$ cat src/verilog/cfl_loader_regs.vh
// Constants for the configuration loader: codes, opcodes and timing
`ifndef CFL_LOADER_REGS_VH
`define CFL_LOADER_REGS_VH

// Configuration mode strap codes
`define CFL_MODE_ACTIVE 2'h0
`define CFL_MODE_PASSIVE 2'h1
`define CFL_MODE_JTAG 2'h2

// Data line width codes: x1, x2, x4, x8
`define CFL_WIDTH_X1 2'h0
`define CFL_WIDTH_X2 2'h1
`define CFL_WIDTH_X4 2'h2
`define CFL_WIDTH_X8 2'h3

// Serial flash instructions
`define CFL_OP_WAKE 8'hAB
`define CFL_OP_FAST_READ 8'h0B
`define CFL_READ_START_ADDR 24'h00_0000
`define CFL_DUMMY_BYTE 8'h00

// Bits shifted out for the wake-up and the read command phases
`define CFL_WAKE_BITS 6'h08
`define CFL_CMD_BITS 6'h28

// Clock period and least wait after the wake-up instruction, in ns
`define CFL_CLK_PERIOD_NS 32'h0000_0064
`define CFL_WAKE_WAIT_NS 32'h0000_7530

// Cycles of the system clock per half period of the flash clock
`define CFL_SCK_HALF 3'h4

// Default number of bytes in a bitstream
`define CFL_CFG_BYTES 16'h1000

`endif

$ cat src/verilog/cfl_placeholder_none.v
// Intentionally empty design unit list: all logic lives in cfl_loader.v
`timescale 1ns/1ps
`default_nettype none
`default_nettype wire

$ cat src/verilog/cfl_loader.v
// Configuration loader: fills configuration memory from flash, a master, JTAG or mask memory
// Function
// - Load bitstream into configuration memory after power-up
// - Support active, passive and JTAG modes
// - Active mode makes flash clock internally
// - Send wake-up instruction before any read
// - Wait at least 30 us before fast read
// - Fast read from address zero, sequentially
// - Start programming on reset rising edge
// - JTAG mode takes bitstream through test port
// - Mask memory option replaces external flash
`timescale 1ns/1ps
`default_nettype none
`include "cfl_loader_regs.vh"

module cfl_loader #(
   parameter [15:0] CFG_BYTES = `CFL_CFG_BYTES
)(
   input wire CLOCK_I,
   input wire NRST_I,
   input wire CONFIG_RESET_N_I,
   input wire [1:0] MODE_I,
   input wire [1:0] WIDTH_I,
   input wire MASK_MEM_EN_I,
   output reg SPI_SCK_O,
   output reg SPI_CS_N_O,
   output reg [3:0] SPI_DQ_O,
   output reg [3:0] SPI_DQ_OE_O,
   input wire [3:0] SPI_DQ_I,
   input wire PSV_SCK_I,
   input wire PSV_CS_N_I,
   input wire [7:0] PSV_DQ_I,
   input wire JTAG_TCK_I,
   input wire JTAG_TDI_I,
   input wire JTAG_CFG_SEL_I,
   output reg [15:0] MASK_ADDR_O,
   input wire [7:0] MASK_DATA_I,
   output reg CFG_WR_O,
   output reg [15:0] CFG_ADDR_O,
   output reg [7:0] CFG_DATA_O,
   output reg BUSY_O,
   output reg DONE_O
);

   // Sequencer states
   localparam [3:0] ST_IDLE = 4'h0;
   localparam [3:0] ST_WAKE = 4'h1;
   localparam [3:0] ST_WAIT = 4'h2;
   localparam [3:0] ST_CMD = 4'h3;
   localparam [3:0] ST_READ = 4'h4;
   localparam [3:0] ST_PSV = 4'h5;
   localparam [3:0] ST_JTG = 4'h6;
   localparam [3:0] ST_MASK = 4'h7;
   localparam [3:0] ST_DONE = 4'h8;

   // Least wait in cycles, rounded up
   localparam [31:0] WAKE_WAIT_CYC =
      (`CFL_WAKE_WAIT_NS + `CFL_CLK_PERIOD_NS - 32'h0000_0001) / `CFL_CLK_PERIOD_NS;

   // Instruction codes, so that their first bit can be picked out
   localparam [7:0] OP_WAKE = `CFL_OP_WAKE;
   localparam [7:0] OP_FAST_READ = `CFL_OP_FAST_READ;

   // Shift new bits into a byte, most significant first
   function [7:0] shift_in;
      input [7:0] acc;
      input [7:0] bits;
      input [1:0] wc;
      begin
         case (wc)
            `CFL_WIDTH_X1: shift_in = {acc[6:0], bits[0]};
            `CFL_WIDTH_X2: shift_in = {acc[5:0], bits[1:0]};
            `CFL_WIDTH_X4: shift_in = {acc[3:0], bits[3:0]};
            default: shift_in = bits;
         endcase
      end
   endfunction

   // All pins from outside the clock domain, in one vector
   wire [22:0] async_w = {CONFIG_RESET_N_I, MODE_I, WIDTH_I, MASK_MEM_EN_I, SPI_DQ_I,
      PSV_SCK_I, PSV_CS_N_I, PSV_DQ_I, JTAG_TCK_I, JTAG_TDI_I, JTAG_CFG_SEL_I};
   reg [22:0] sync1_q;
   reg [22:0] sync2_q;

   wire rstn_s = sync2_q[22];
   wire [1:0] mode_s = sync2_q[21:20];
   wire [1:0] width_s = sync2_q[19:18];
   wire mask_s = sync2_q[17];
   wire [3:0] dq_s = sync2_q[16:13];
   wire psck_s = sync2_q[12];
   wire pcs_n_s = sync2_q[11];
   wire [7:0] pdq_s = sync2_q[10:3];
   wire tck_s = sync2_q[2];
   wire tdi_s = sync2_q[1];
   wire jsel_s = sync2_q[0];

   reg rstn_prev_q;
   reg psck_prev_q;
   reg tck_prev_q;
   reg [3:0] state_q;
   reg [1:0] width_q;
   reg [2:0] div_q;
   reg [39:0] tx_q;
   reg [5:0] bits_q;
   reg [31:0] wait_q;
   reg mask_ph_q;
   reg [7:0] acc_q;
   reg [3:0] fill_q;
   reg [15:0] byte_cnt_q;

   // Two-flop synchroniser, then a third stage for edge finding
   always @(posedge CLOCK_I or negedge NRST_I)
   begin
      if (!NRST_I)
      begin
         sync1_q <= 23'h00_0000;
         sync2_q <= 23'h00_0000;
         rstn_prev_q <= 1'b0;
         psck_prev_q <= 1'b0;
         tck_prev_q <= 1'b0;
      end
      else
      begin
         sync1_q <= async_w;
         sync2_q <= sync1_q;
         rstn_prev_q <= rstn_s;
         psck_prev_q <= psck_s;
         tck_prev_q <= tck_s;
      end
   end

   wire start_w = rstn_s & ~rstn_prev_q;
   wire sck_tick_w = (div_q == `CFL_SCK_HALF - 3'h1);
   wire room_w = (byte_cnt_q != CFG_BYTES);

   // Sample event, bits and width for the byte gatherer
   reg take_w;
   reg [7:0] take_bits_w;
   reg [1:0] take_wc_w;
   always @*
   begin
      take_w = 1'b0;
      take_bits_w = 8'h00;
      take_wc_w = width_q;
      case (state_q)
         ST_READ:
         begin
            // active mode tops out at x4
            take_w = sck_tick_w & ~SPI_SCK_O;
            take_bits_w = {4'h0, dq_s};
            take_wc_w = (width_q == `CFL_WIDTH_X8) ? `CFL_WIDTH_X4 : width_q;
         end
         ST_PSV:
         begin
            // master clock rising edge while selected
            take_w = psck_s & ~psck_prev_q & ~pcs_n_s;
            take_bits_w = pdq_s;
         end
         ST_JTG:
         begin
            // one bit per test clock rise
            take_w = tck_s & ~tck_prev_q & jsel_s;
            take_bits_w = {7'h00, tdi_s};
            take_wc_w = `CFL_WIDTH_X1;
         end
         ST_MASK:
         begin
            // one byte per read of mask memory
            take_w = mask_ph_q;
            take_bits_w = MASK_DATA_I;
            take_wc_w = `CFL_WIDTH_X8;
         end
         default:
         begin
            take_w = 1'b0;
         end
      endcase
   end

   wire [3:0] nbits_w = 4'h1 << take_wc_w;
   wire [3:0] fill_d = fill_q + nbits_w;
   wire [7:0] acc_d = shift_in(acc_q, take_bits_w, take_wc_w);

   // gather bits into bytes and write configuration memory
   always @(posedge CLOCK_I or negedge NRST_I)
   begin
      if (!NRST_I)
      begin
         acc_q <= 8'h00;
         fill_q <= 4'h0;
         byte_cnt_q <= 16'h0000;
         CFG_WR_O <= 1'b0;
         CFG_ADDR_O <= 16'h0000;
         CFG_DATA_O <= 8'h00;
      end
      else
      begin
         CFG_WR_O <= 1'b0;
         if (start_w)
         begin
            acc_q <= 8'h00;
            fill_q <= 4'h0;
            byte_cnt_q <= 16'h0000;
         end
         else if (take_w && room_w)
         begin
            acc_q <= acc_d;
            if (fill_d == 4'h8)
            begin
               fill_q <= 4'h0;
               CFG_WR_O <= 1'b1;
               CFG_ADDR_O <= byte_cnt_q;
               CFG_DATA_O <= acc_d;
               byte_cnt_q <= byte_cnt_q + 16'h0001;
            end
            else
            begin
               fill_q <= fill_d;
            end
         end
      end
   end

   // Main sequencer and flash master
   always @(posedge CLOCK_I or negedge NRST_I)
   begin
      if (!NRST_I)
      begin
         state_q <= ST_IDLE;
         width_q <= `CFL_WIDTH_X1;
         div_q <= 3'h0;
         tx_q <= 40'h00_0000_0000;
         bits_q <= 6'h00;
         wait_q <= 32'h0000_0000;
         mask_ph_q <= 1'b0;
         MASK_ADDR_O <= 16'h0000;
         SPI_SCK_O <= 1'b0;
         SPI_CS_N_O <= 1'b1;
         SPI_DQ_O <= 4'h0;
         SPI_DQ_OE_O <= 4'h0;
         BUSY_O <= 1'b0;
         DONE_O <= 1'b0;
      end
      else if (!rstn_s)
      begin
         // Held in configuration reset: release the flash, drop done
         state_q <= ST_IDLE;
         div_q <= 3'h0;
         mask_ph_q <= 1'b0;
         SPI_SCK_O <= 1'b0;
         SPI_CS_N_O <= 1'b1;
         SPI_DQ_OE_O <= 4'h0;
         BUSY_O <= 1'b0;
         DONE_O <= 1'b0;
      end
      else
      begin
         // flash clock divided from the internal clock
         div_q <= sck_tick_w ? 3'h0 : div_q + 3'h1;
         case (state_q)
            ST_IDLE:
            begin
               if (start_w)
               begin
                  width_q <= width_s;
                  BUSY_O <= 1'b1;
                  div_q <= 3'h0;
                  if (mask_s)
                  begin
                     state_q <= ST_MASK;
                     MASK_ADDR_O <= 16'h0000;
                  end
                  else if (mode_s == `CFL_MODE_ACTIVE)
                  begin
                     state_q <= ST_WAKE;
                     tx_q <= {`CFL_OP_WAKE, 32'h0000_0000};
                     bits_q <= `CFL_WAKE_BITS;
                     SPI_CS_N_O <= 1'b0;
                     SPI_DQ_O <= {3'h0, OP_WAKE[7]};
                     SPI_DQ_OE_O <= 4'h1;
                  end
                  else if (mode_s == `CFL_MODE_PASSIVE)
                  begin
                     state_q <= ST_PSV;
                  end
                  else
                  begin
                     state_q <= ST_JTG;
                  end
               end
            end
            ST_WAKE, ST_CMD:
            begin
               if (sck_tick_w)
               begin
                  SPI_SCK_O <= ~SPI_SCK_O;
                  if (SPI_SCK_O)
                  begin
                     // Falling edge: present next bit or end the phase
                     if (bits_q == 6'h01)
                     begin
                        SPI_DQ_OE_O <= 4'h0;
                        if (state_q == ST_WAKE)
                        begin
                           state_q <= ST_WAIT;
                           SPI_CS_N_O <= 1'b1;
                           wait_q <= 32'h0000_0000;
                        end
                        else
                        begin
                           state_q <= ST_READ;
                        end
                     end
                     else
                     begin
                        bits_q <= bits_q - 6'h01;
                        tx_q <= {tx_q[38:0], 1'b0};
                        SPI_DQ_O <= {3'h0, tx_q[38]};
                     end
                  end
               end
            end
            ST_WAIT:
            begin
               // at least 30 us between wake-up and read
               if (wait_q >= WAKE_WAIT_CYC - 32'h0000_0001)
               begin
                  state_q <= ST_CMD;
                  tx_q <= {`CFL_OP_FAST_READ, `CFL_READ_START_ADDR, `CFL_DUMMY_BYTE};
                  bits_q <= `CFL_CMD_BITS;
                  SPI_CS_N_O <= 1'b0;
                  SPI_DQ_O <= {3'h0, OP_FAST_READ[7]};
                  SPI_DQ_OE_O <= 4'h1;
                  div_q <= 3'h0;
               end
               else
               begin
                  wait_q <= wait_q + 32'h0000_0001;
               end
            end
            ST_READ:
            begin
               // flash streams data while the clock runs
               // Finish the high half of the clock before deselecting, no short pulse
               if (!room_w && !SPI_SCK_O)
               begin
                  state_q <= ST_DONE;
                  SPI_CS_N_O <= 1'b1;
                  SPI_SCK_O <= 1'b0;
               end
               else if (sck_tick_w)
               begin
                  SPI_SCK_O <= ~SPI_SCK_O;
               end
            end
            ST_MASK:
            begin
               // Address one cycle, data the next
               if (!room_w)
               begin
                  state_q <= ST_DONE;
               end
               else
               begin
                  mask_ph_q <= ~mask_ph_q;
                  if (mask_ph_q)
                  begin
                     MASK_ADDR_O <= MASK_ADDR_O + 16'h0001;
                  end
               end
            end
            ST_PSV, ST_JTG:
            begin
               if (!room_w)
               begin
                  state_q <= ST_DONE;
               end
            end
            ST_DONE:
            begin
               BUSY_O <= 1'b0;
               DONE_O <= 1'b1;
               mask_ph_q <= 1'b0;
            end
            default:
            begin
               state_q <= ST_IDLE;
            end
         endcase
      end
   end

endmodule
`default_nettype wire

$ cat config.mk
export PLATFORM = sky130hd
export DESIGN_NAME = cfl_loader
export DESIGN_NICKNAME = d
export VERILOG_FILES = /design/src/verilog/cfl_placeholder_none.v /design/src/verilog/cfl_loader.v
export VERILOG_INCLUDE_DIRS = /design/src /design/src/verilog
export SDC_FILE = /design/constraint.sdc
export NUM_CORES = 1
export LEC_CHECK = 0
export ABC_CLOCK_PERIOD_IN_PS = 5650
export CAP_MARGIN = 30
export CELL_PAD_IN_SITES_DETAIL_PLACEMENT = 1
export CELL_PAD_IN_SITES_GLOBAL_PLACEMENT = 2
export CORE_MARGIN = 5
export CORE_UTILIZATION = 47
export CTS_BUF_LIST = sky130_fd_sc_hd__clkbuf_4 sky130_fd_sc_hd__clkbuf_8
export DETAILED_ROUTE_END_ITERATION = 10
export DONT_BUFFER_PORTS = 1
export PLACE_DENSITY_LB_ADDON = 0.1
export SLEW_MARGIN = 20
export SYNTH_ARGS = -nofsm -noshare
export SYNTH_HDL_FRONTEND = slang
export SYNTH_SLANG_ARGS = --single-unit
$ cat constraint.sdc
create_clock -name CLOCK_I -period 5.65 [get_ports CLOCK_I]
set_clock_uncertainty 0.1 [all_clocks]
set_input_delay 0.2825 -clock CLOCK_I [delete_from_list [all_inputs] [get_ports CLOCK_I]]
set_output_delay 0.2825 -clock CLOCK_I [all_outputs]
set_load 0.02 [all_outputs]
---- After elaboration in Yosys (flattened, before gate mapping) ----
Cells that the tools add are included.
W data, S select, Z words.
cells by class
  equal/unequal tests ..................... 47
  reduce and logical (&&, ||, !) cells .... 25
  divide/modulo/power cells ............... 0
  muxes and demuxes ....................... 98
  bitwise gates (word level) .............. 13
  shift-type cells ........................ 1
  add/subtract/negate cells ............... 6
  multiply operators ...................... 0
  magnitude comparators ................... 1
operators by type and width
  kind                     count
  $mux W39                 7
  $mux W32                 5
  $pmux W39 S3             1
  $mux W16                 7
  $mux W4                  23
  $pmux W32 S2             1
  $mux W6                  7
  $ne A3 B3 Y1 const B     11
  $add A16 B1 Y16 const B  2
  $add A32 B1 Y32 const B  1
  $ge A32 B9 Y1 const B    1
  $pmux W16 S2             1
  $pmux W8 S4              1
  $ne A2 B2 Y1 const B     14
  $pmux W4 S3              2
  $pmux W4 S6              1
  $pmux W8 S3              1
  $mux W1                  22
  $mux W3                  7
  $pmux W6 S3              1
  $eq A4 B3 Y1 const B     4
  $ne A16 B13 Y1 const B   1
  $reduce_and A8 Y1        2
  $mux W7                  2
  36 further kinds         66
word-level totals
  latch bits .............................. 0
  output and inout bits ................... 53
  ROM bits ................................ 0
  logic and storage cells ................. 216
  RAM bits ................................ 0
  bits in registers ....................... 216
  memories ................................ 0
  bits of input ports ..................... 33

---- Longest topological paths before layout ----
Gate-level depths: netlist of the first run.
  depth in word-level cells ............... 9
  mapped depth ............................ 13
  mapped depth without buffers ............ 11

---- Worst setup path before layout of the first run ----
OpenSTA, ideal clock, no wires.
  kind .................................... register to register
  from .................................... reg state_q[3]
  to ...................................... reg byte_cnt_q[10]
  library setup time ...................... 78 ps
  clock period less this slack ............ 3384 ps
  data arrival time ....................... 3206 ps
  stages on the path, launching flop included .. 12
  data required time ...................... 5472 ps
  slack ................................... 2266 ps
  path buffers ............................ 1
  cells stage by stage .................... dfrtp_1 > and2b_1 > clkbuf_1 > o211ai_1 > nand2_1 > and2_1 > ha_1 > fa_1 > nor3b_2 > nand3_4 > or4_1 > a21oi_1
on the way
  cells in the longest elaborated chain, start to end .. 7
  elaborated cells between the ends (all ways) .. 13
  those cells by class .................... 1 x add/sub; 5 x eq/ne; 1 x shift; 2 x mux; 4 x reduce/logical
ends and longest elaborated chain
  what                             RTL line          source
  from (decl)                      cfl_loader.v:100  reg [3:0] state_q;
  from (signal assigned)           cfl_loader.v:229  state_q <= ST_IDLE;
  from (signal assigned)           cfl_loader.v:247  state_q <= ST_IDLE;
  from (signal assigned)           cfl_loader.v:270  state_q <= ST_MASK;
  $eq A4 B3 Y1                     cfl_loader.v:145  case (state_q)
  $pmux W2 S3                      cfl_loader.v:145
  $shl A1 B2 Y4                    cfl_loader.v:180  wire [3:0] nbits_w = 4'h1 << take_wc_w;
  $add A4 B4 Y4                    cfl_loader.v:181  wire [3:0] fill_d = fill_q + nbits_w;
  $eq A4 B4 Y1                     cfl_loader.v:208  if (fill_d == 4'h8)
  $reduce_bool A2 Y1 (no line)     n/a
  $reduce_and A2 Y1 (no line) (*)  n/a
  to (signal assigned)             cfl_loader.v:214  byte_cnt_q <= byte_cnt_q + 16'h0001;
  to (decl)                        cfl_loader.v:109  reg [15:0] byte_cnt_q;
Mark *: on every way between the ends. The rest lies on a longest branch, timed or not.
A chain may end at the register's enable or synchronous reset.

---- Final worst setup path of the first run ----
  from .................................... reg state_q[3]
  to ...................................... reg CFG_DATA_O[0]
on the way
  cells in the longest elaborated chain, start to end .. 6
  elaborated cells between the ends (all ways) .. 13
  those cells by class .................... 1 x add/sub; 5 x eq/ne; 1 x shift; 4 x mux; 2 x reduce/logical
ends and longest elaborated chain
  what                         RTL line          source
  $eq A4 B3 Y1                 cfl_loader.v:145
  $pmux W2 S3                  cfl_loader.v:145
  $shl A1 B2 Y4                cfl_loader.v:180
  $add A4 B4 Y4                cfl_loader.v:181
  $eq A4 B4 Y1                 cfl_loader.v:208
  $reduce_and A3 Y1 (no line)  n/a
  to (signal assigned)         cfl_loader.v:194  CFG_DATA_O <= 8'h00;
  to (signal assigned)         cfl_loader.v:213  CFG_DATA_O <= acc_d;
  to (decl)                    cfl_loader.v:40   output reg [7:0] CFG_DATA_O,
Parallel ways exist; a longest one is shown, timed or not.

==> results of run 1 <==
area by class of cell:
| type | instances | area share |
|---|---|---|
| multi-input combinational | 481 | 0.3572 |
| clock buffer | 19 | 0.02961 |
| clock inverter | 13 | 0.01611 |
| tap | 220 | 0.03193 |
| sequential | 178 | 0.5169 |
| timing repair buffer | 34 | 0.03948 |
| inverter | 20 | 0.008710 |
worst paths after layout:
kind | from | to | slack (ns) | depth (start not counted)
min reg2reg | sync1_q[3] | sync2_q[3] | 0.25 | 0
max | state_q[3] | CFG_DATA_O[0] | 1.48 | 11
max in group asynchronous | NRST_I | div_q[2] | 4.39 | 2
min | sync1_q[3] | sync2_q[3] | 0.25 | 0
min in group asynchronous | NRST_I | byte_cnt_q[9] | 0.37 | 2
max reg2reg | state_q[3] | CFG_DATA_O[0] | 1.48 | 11
per-stage QoR:
step           setup WS (ns)  power (W)  utilization
6_report               1.482   0.003260       0.5254
5_1_grt                1.192   0.003452       0.5254
4_1_cts                1.503   0.003289       0.5237
3_5_place_dp           1.502   0.002357       0.4833
3_3_place_gp           1.679   0.002320       0.4833
2_1_floorplan          2.266   0.002145            -
state kept, by name, indices dropped and copies added, names as in the netlist, 2 cells and up:
signal and cells:
CFG_ADDR_O 16, CFG_DATA_O 8, MASK_ADDR_O 16, acc_q 7, bits_q 6, byte_cnt_q 16
div_q 3, fill_q 4, state_q 4, sync1_q 23, sync2_q 23, tx_q 7
wait_q 32, width_q 2
worst register-to-register path: stages, from the launching register on:
cell	delay, ns
dfrtp_1	0.56
and2b_1	0.40
o211ai_1	0.18
nand2_1	0.22
and2_1	0.24
ha_1	0.21
fa_1	0.38
xnor2_1	0.21
nor3b_2	0.45
nand4_2	0.44
buf_4	0.38
mux2_2	0.30
cell usage in the layout (no fill, tap or decap), drive strengths merged, types with 7 or more instances in the layout:
master	Yosys	final
dfrtp	177	177
nand2	62	62
nor2	49	49
o21ai	48	48
a21oi	39	39
nand3	30	30
inv	19	27
nor2b	26	26
mux2	24	24
dlygate4sd3	0	24
clkbuf	18	20
a31oi	16	16
nor4	14	14
nand4	13	13
nor3	12	12
mux2i	12	12
ha	11	11
o31ai	10	10
nand2b	9	9
or3	9	9
buf	20	9
and3	7	7
power by group:
group          internal, W  leakage (nW)  total (W)  switching (W)
clock             0.000382         0.194   0.000885       0.000503
combinational     0.000310          1.33   0.000820       0.000510
sequential         0.00140          2.29    0.00155       0.000157
total              0.00209          3.81    0.00326        0.00117
synth_stat cells, types with 12 or more instances:
cell type / instances
o21ai_0: 48
a31oi_1: 16
mux2i_1: 12
dfrtp_1: 177
nor3_1: 12
mux2_2: 24
nor2b_1: 26
nor4_1: 14
clkbuf_1: 18
nand2_1: 62
nand3_1: 29
nor2_1: 48
a21oi_1: 38
inv_1: 19
cells by family (layout without fill, tap and decap cells):
kind of cell / Yosys count / after routing
simple gates: 261 / 261
buf+inv: 58 / 86
other cells: 1 / 6
compound gates: 158 / 158
mux: 37 / 37
flops: 178 / 178
fa+ha+maj: 12 / 12
xor+xnor: 7 / 7
metal layers:
layer | track usage | routed length, um
met5 | 0 | 0
met4 | 0.06231 | 301
met3 | 0.04207 | 604
met2 | 0.3435 | 9458
met1 | 0.2583 | 8531
==> qor.txt, run 1 <==
initial core utilization: 0.4741
Least-Margin Pin Slew: 0.8846 ns
Area contributors post-synth: dfrtp_1 (57%), mux2_2 (3.5%), o21ai_0 (3.1%)
WL/cell: 19.58 um
Via density: 5.722
Post-synth EDFFs: 0
CP arrival: 4.42 ns
first-pass GRT wire length: 31290 um
number of clock sinks: 178
sequential cell area: 4456 sq um
unrepaired setup endpoints after global routing: no
mux contribution to synthesized area: 0.05308
Final Slew Violations: 0
area share of the largest cell type after synthesis: 0.5694
GPL Wtd Cong: 0.8603
I/O Buffers: 0
static leakage: 3.815 nW
Syn Area/Cell: 10.93 sq um
Std-Cell Rows: 47
clock transition at the registers of the reported paths: 0.10 ns
fin area: 8620 sq um
Final period util: 0.7376
Clock Tree Buf Depth: 2
layout cells sized above 1: 0.1128
Ys Warns: 0
Placed Cells: 905
largest net degree at the start of global routing: 179
Core Area: 16410 sq um
Syn Inst Count: 712
Synth Flop Type: dfrtp_1
complex-gate fraction of the synthesized area: 0.1300
antenna violations before repair: 0
# DRC: 0
area post-placement: 7930 sq um
Chip Width: 138.7 um
# nets final: 777
XOR/XNOR Fraction of Synth Area: 0.009651
sequential fraction of the synthesis area: 0.5728
cell area after synthesis: 7779 sq um
hold_buf cts: 25
detailed-route via count: 5522
CTS tree: built
status: finished, final reports clean
drt first pass iters: 4
WL final: 18900 um
crit path time final: 4.168 ns
Fillers: 1750
Post-DRT Antenna Nets: 0
Critical Path Start Type: flop
CP required: 5.90 ns
Yosys top cell by area: dfrtp_1
CTS Buf Count: 17
Antenna diodes: 0
area of the multi-input gates: 3079 sq um
# Post-CTS Setup Buffers: 0
top-level port count: 86
slew margin rel.: 0.4103
f_max: 239.9 MHz
Cell Pwr Density: 378.2 nW/um^2
height of the die: 138.7 um
Skew-Pair Late Insertion Delay: 0.46 ns
combinational family with the most area after synthesis: simple AND/OR/NAND/NOR gates
H-tree depth: 4
worst hold path type: flop to flop
Netlist cell types: 71
Setup CP Type: flop to flop
peak supply drop: 168.9 uV
post-CTS sizing: 0
post-route insts no fill: 965
Fin Setup TNS: 0 ns
vias in the first global route: 5862
adder and majority gate portion of the synthesized area: 0.02027
CP delay by family, top: simple AND/OR/NAND/NOR gates
Synth Register Bits: 178
total global-route track usage: 0.2008
Crit path buffers/inverters: 1
final setup violation count: 0
synthesis-to-finish area growth: 10.81%
Final Hold Fails: 0
Max-Cap Viols: 0
total congestion overflow: 0
Die ar.: 19220 sq um
CP max FO: 23
CTS Root Cell: clkbuf_8
Post-synth ARST share: 1.000
hpwl dp: 12650 um
Worst Setup End Kind: flop
number of DRC markers in iteration 0: 286
slowest stage delay, CP: 0.56 ns
hold_ws: 0.2512 ns
slowest stage cell, crit path: dfrtp_1
simple-gate share of the synthesized area: 0.1785
worst path cell trace: and2b_1 > o211ai_1 > nand2_1 > and2_1 > ha_1 > fa_1 > xnor2_1 > nor3b_2 > nand4_2 > buf_4 > mux2_2
(Power assumes the default switching activity.)
==> run 2, diff against run 1 <==
--- a/config.mk
+++ b/config.mk
@@ -6,12 +6,13 @@
 export SDC_FILE = /design/constraint.sdc
 export NUM_CORES = 1
 export LEC_CHECK = 0
-export ABC_CLOCK_PERIOD_IN_PS = 5650
+export ABC_AREA = 1
+export ABC_CLOCK_PERIOD_IN_PS = 4100
 export CAP_MARGIN = 30
 export CELL_PAD_IN_SITES_DETAIL_PLACEMENT = 1
 export CELL_PAD_IN_SITES_GLOBAL_PLACEMENT = 2
 export CORE_MARGIN = 5
-export CORE_UTILIZATION = 47
+export CORE_UTILIZATION = 40
 export CTS_BUF_LIST = sky130_fd_sc_hd__clkbuf_4 sky130_fd_sc_hd__clkbuf_8
 export DETAILED_ROUTE_END_ITERATION = 10
 export DONT_BUFFER_PORTS = 1
==> constraint.sdc (replaced) <==
create_clock -name CLOCK_I -period 4.1 [get_ports CLOCK_I]
set_clock_uncertainty 0.1 [all_clocks]
set_input_delay 0.205 -clock CLOCK_I [delete_from_list [all_inputs] [get_ports CLOCK_I]]
set_output_delay 0.205 -clock CLOCK_I [all_outputs]
set_load 0.02 [all_outputs]
==> qor.txt, run 2 <==
status: finished with violations
failing checks: hold timing
hold_buf cts: 24 (-4.0%)
CP max FO: 16 (-30%)
slowest stage delay, CP: 0.50 ns (-0.06 ns)
CP required: 4.35 ns (-1.55 ns)
CTS tree: built
final setup violation count: 0 (unchanged)
Syn Inst Count: 1011 (+42%)
PnR worst setup slack: 0.4504 ns (-1.032 ns)
Reg with most FFs: wait_q
WL/cell: 16.17 um (-17%)
largest net degree at the start of global routing: 179 (unchanged)
Die ar.: 24100 sq um (+25%)
Synth Register Bits: 178 (unchanged)
Clk pwr share: 0.288 (+0.017)
Final period util: 0.8902 (+0.1525)
Synth Flop Type: dfrtp_1
Via density: 4.906 (-14%)
Fin Setup TNS: 0 ns (unchanged)
Antenna diodes: 0 (unchanged)
hold_ws: -0.6759 ns (-0.9271 ns)
cell area after synthesis: 8439 sq um (+8.5%)
worst hold path type: input pin to async pin
setup slack at placement: 0.4231 ns (-1.079 ns)
Post-synth top cells: nand2_1 (361), dfrtp_1 (177), nand3_1 (98)
I/O Buffers: 0 (unchanged)
# Post-CTS Setup Buffers: 0 (unchanged)
Std-Cell Rows: 53 (+13%)
most frequent cells in the layout: nand2_1 (361), dfrtp_1 (177), nand3_1 (98)
antenna violations before repair: 0 (unchanged)
Largest register FFs: 32 (unchanged)
slowest stage cell, crit path: dfrtp_1
vias in the first global route: 6941 (+18%)
H-tree depth: 4 (unchanged)
CTS Root Cell: clkbuf_8
most common cell after layout, fill and taps aside: nand2_1
Max-Cap Viols: 0 (unchanged)
hpwl dp: 14630 um (+16%)
height of the die: 155.3 um (+12%)
slew margin rel.: 0.5636 (+0.1533)
Psw: 0.001765 W (+51%)
Largest regs: wait_q x32, sync1_q x23, sync2_q x23
crit path time final: 3.650 ns (-0.5180 ns)
area share of the largest cell type after synthesis: 0.5248 (-0.04457)
initial core utilization: 0.4040 (-0.07010)
Critical Path Start Type: flop
first-pass GRT wire length: 36110 um (+15%)
Crit Reg-Reg Endpoint: byte_cnt_q[10]
clock transition at the registers of the reported paths: 0.10 ns (about the same)
WL final: 21400 um (+13%)
Yosys top cell by area: dfrtp_1
CTS Buf Count: 17 (unchanged)
Final Slew Violations: 0 (unchanged)
CP most frequent cell: nand2_1
Skew-Pair Late Insertion Delay: 0.47 ns (about the same)
internal power: 0.002996 W (+43%)
drt first pass iters: 4 (unchanged)
static leakage: 4.739 nW (+24%)
total congestion overflow: 0 (unchanged)
Gate power share: 0.270 (+0.018)
Clock Tree Buf Depth: 2 (unchanged)
unrepaired setup endpoints after global routing: no
CP arrival: 3.90 ns (-0.52 ns)
number of clock sinks: 178 (unchanged)
f_max: 274.0 MHz (+14%)
Reg2Reg Depth: 12 (+1)
number of DRC markers in iteration 0: 309 (+8.0%)
Syn Area/Cell: 8.348 sq um (-24%)
synthesis-to-finish area growth: 10.93%
layout cells sized above 1: 0.08588 (-0.02687)
Worst Setup End Kind: flop
launch point of the worst path: state_q[1]
Area contributors post-synth: dfrtp_1 (52%), nand2_1 (16%), nand3_1 (5.8%)
top-level port count: 86 (unchanged)
Post-DRT Antenna Nets: 0 (unchanged)
detailed-route via count: 6490 (+18%)
most common cell in the synthesized netlist: nand2_1
total global-route track usage: 0.1867 (-0.01414)
Setup CP Type: flop to flop
peak supply drop: 227.0 uV (+34%)
R2R Setup Slk: 0.45 ns (-1.03 ns)
Ys Warns: 0 (unchanged)
Core Area: 20890 sq um (+27%)
Flop pwr share: 0.442 (-0.035)
GPL Wtd Cong: 0.7899 (-8.2%)
worst path cell trace: nand2_1 > nor2_4 > inv_2 > nand3_2 > nor2_2 > ha_1 > fa_1 > nor3_1 > buf_4 > nand4_2 > nand3_1 > nand2_1
worst reg2reg path startpoint: state_q[1]
Chip Width: 155.3 um (+12%)
post-CTS sizing: 0 (unchanged)
Cell Pwr Density: 508.6 nW/um^2 (+34%)
Sw Ratio: 0.3707 (+0.01178)
Post-synth ARST share: 1.000 (unchanged)
Least-Margin Pin Slew: 0.6522 ns (-0.2324 ns)
sequential fraction of the synthesis area: 0.5279 (-0.04484)
Final Hold Fails: 178 (+178)
# DRC: 0 (unchanged)
Post-synth EDFFs: 0 (unchanged)
Netlist cell types: 44 (-38%)
# nets final: 1080 (+39%)
[run 2: changes by cell type in the layout (fill, tap and decap cells not counted), moves of 12 or more]
cell and change:
o21ai_0 -37, nor4_1 -14, mux2_2 -24, nor2_1 +39, a31oi_1 -16, inv_1 +61
nand3_1 +69, nor2b_1 -25, mux2i_1 -12, nand2_1 +299, xor2_1 +25, a21oi_1 -25
[run 2: critical path, delay by kind of cell (launching register included)]
kind | cells | cell delay, ns
adder cells (fa/ha/maj) | 2 | 0.70
flip-flops | 1 | 0.50
buffers and inverters | 2 | 0.38
AND/OR/NAND/NOR | 8 | 1.83
[run 2: how the worst max path moves through the flow]
stage               cells after the start              to
finish                                 12  byte_cnt_q[10]
global route                           12  byte_cnt_q[10]
CTS                                    12  byte_cnt_q[10]
detailed placement                     12  byte_cnt_q[10]
global placement                       12   byte_cnt_q[1]
floorplan                              15  byte_cnt_q[10]
[run 2: logic make-up (layout without fill, tap and decap cells)]
| logic type | Yosys count | after routing | share of synthesized area |
|---|---|---|---|
| xor+xnor | 31 | 31 | 0.03217 |
| fa+ha+maj | 12 | 12 | 0.01868 |
| other cells | 1 | 6 | 0.0004443 |
| flops | 178 | 178 | 0.5279 |
| compound gates | 47 | 47 | 0.03410 |
| simple gates | 621 | 621 | 0.3242 |
| buf+inv | 121 | 153 | 0.06242 |
[run 2: cell type report]
| type | instances | area [sq um] |
|---|---|---|
| fill | 2486 | 11530 |
| sequential | 178 | 4456 |
| multi-input combinational | 717 | 3476 |
| tap | 275 | 344.1 |
| inverter | 89 | 339.1 |
| timing repair buffer | 32 | 300.3 |
| clock buffer | 19 | 249.0 |
| clock inverter | 13 | 197.7 |
[run 2: power groups by stage]
stage               combinational (W)  sequential [W]  clock, W
finish                        0.00129         0.00210   0.00137
global route                  0.00146         0.00213   0.00150
CTS                           0.00131         0.00211   0.00142
detailed placement            0.00129         0.00214         0
global placement              0.00127         0.00214         0
floorplan                     0.00101         0.00209         0
[run 2: routing by layer]
layer	global-route usage	part of all wire	up-vias
met2	0.3158	0.48	95
li1	-	-	3220
met5	0	0	-
met1	0.2491	0.47	3160
met3	0.03505	0.036	15
met4	0.04627	0.010	0
[run 2: metrics by stage]
| step | hold WS [ns] | util | cell area (sq um) | cells | total power (W) |
|---|---|---|---|---|---|
| 4_1_cts | -0.7184 | 0.4482 | 9361 | 1323 | 0.004842 |
| 5_1_grt | -0.7303 | 0.4482 | 9361 | 1323 | 0.005087 |
| 3_5_place_dp | -0.1840 | 0.4153 | 8675 | 1267 | 0.003432 |
| 6_report | -0.6759 | 0.4482 | 9361 | 1323 | 0.004761 |
| 3_3_place_gp | -0.1845 | 0.4153 | 8675 | 1267 | 0.003404 |
| 2_1_floorplan | -0.1906 | - | 8458 | 1016 | 0.003093 |
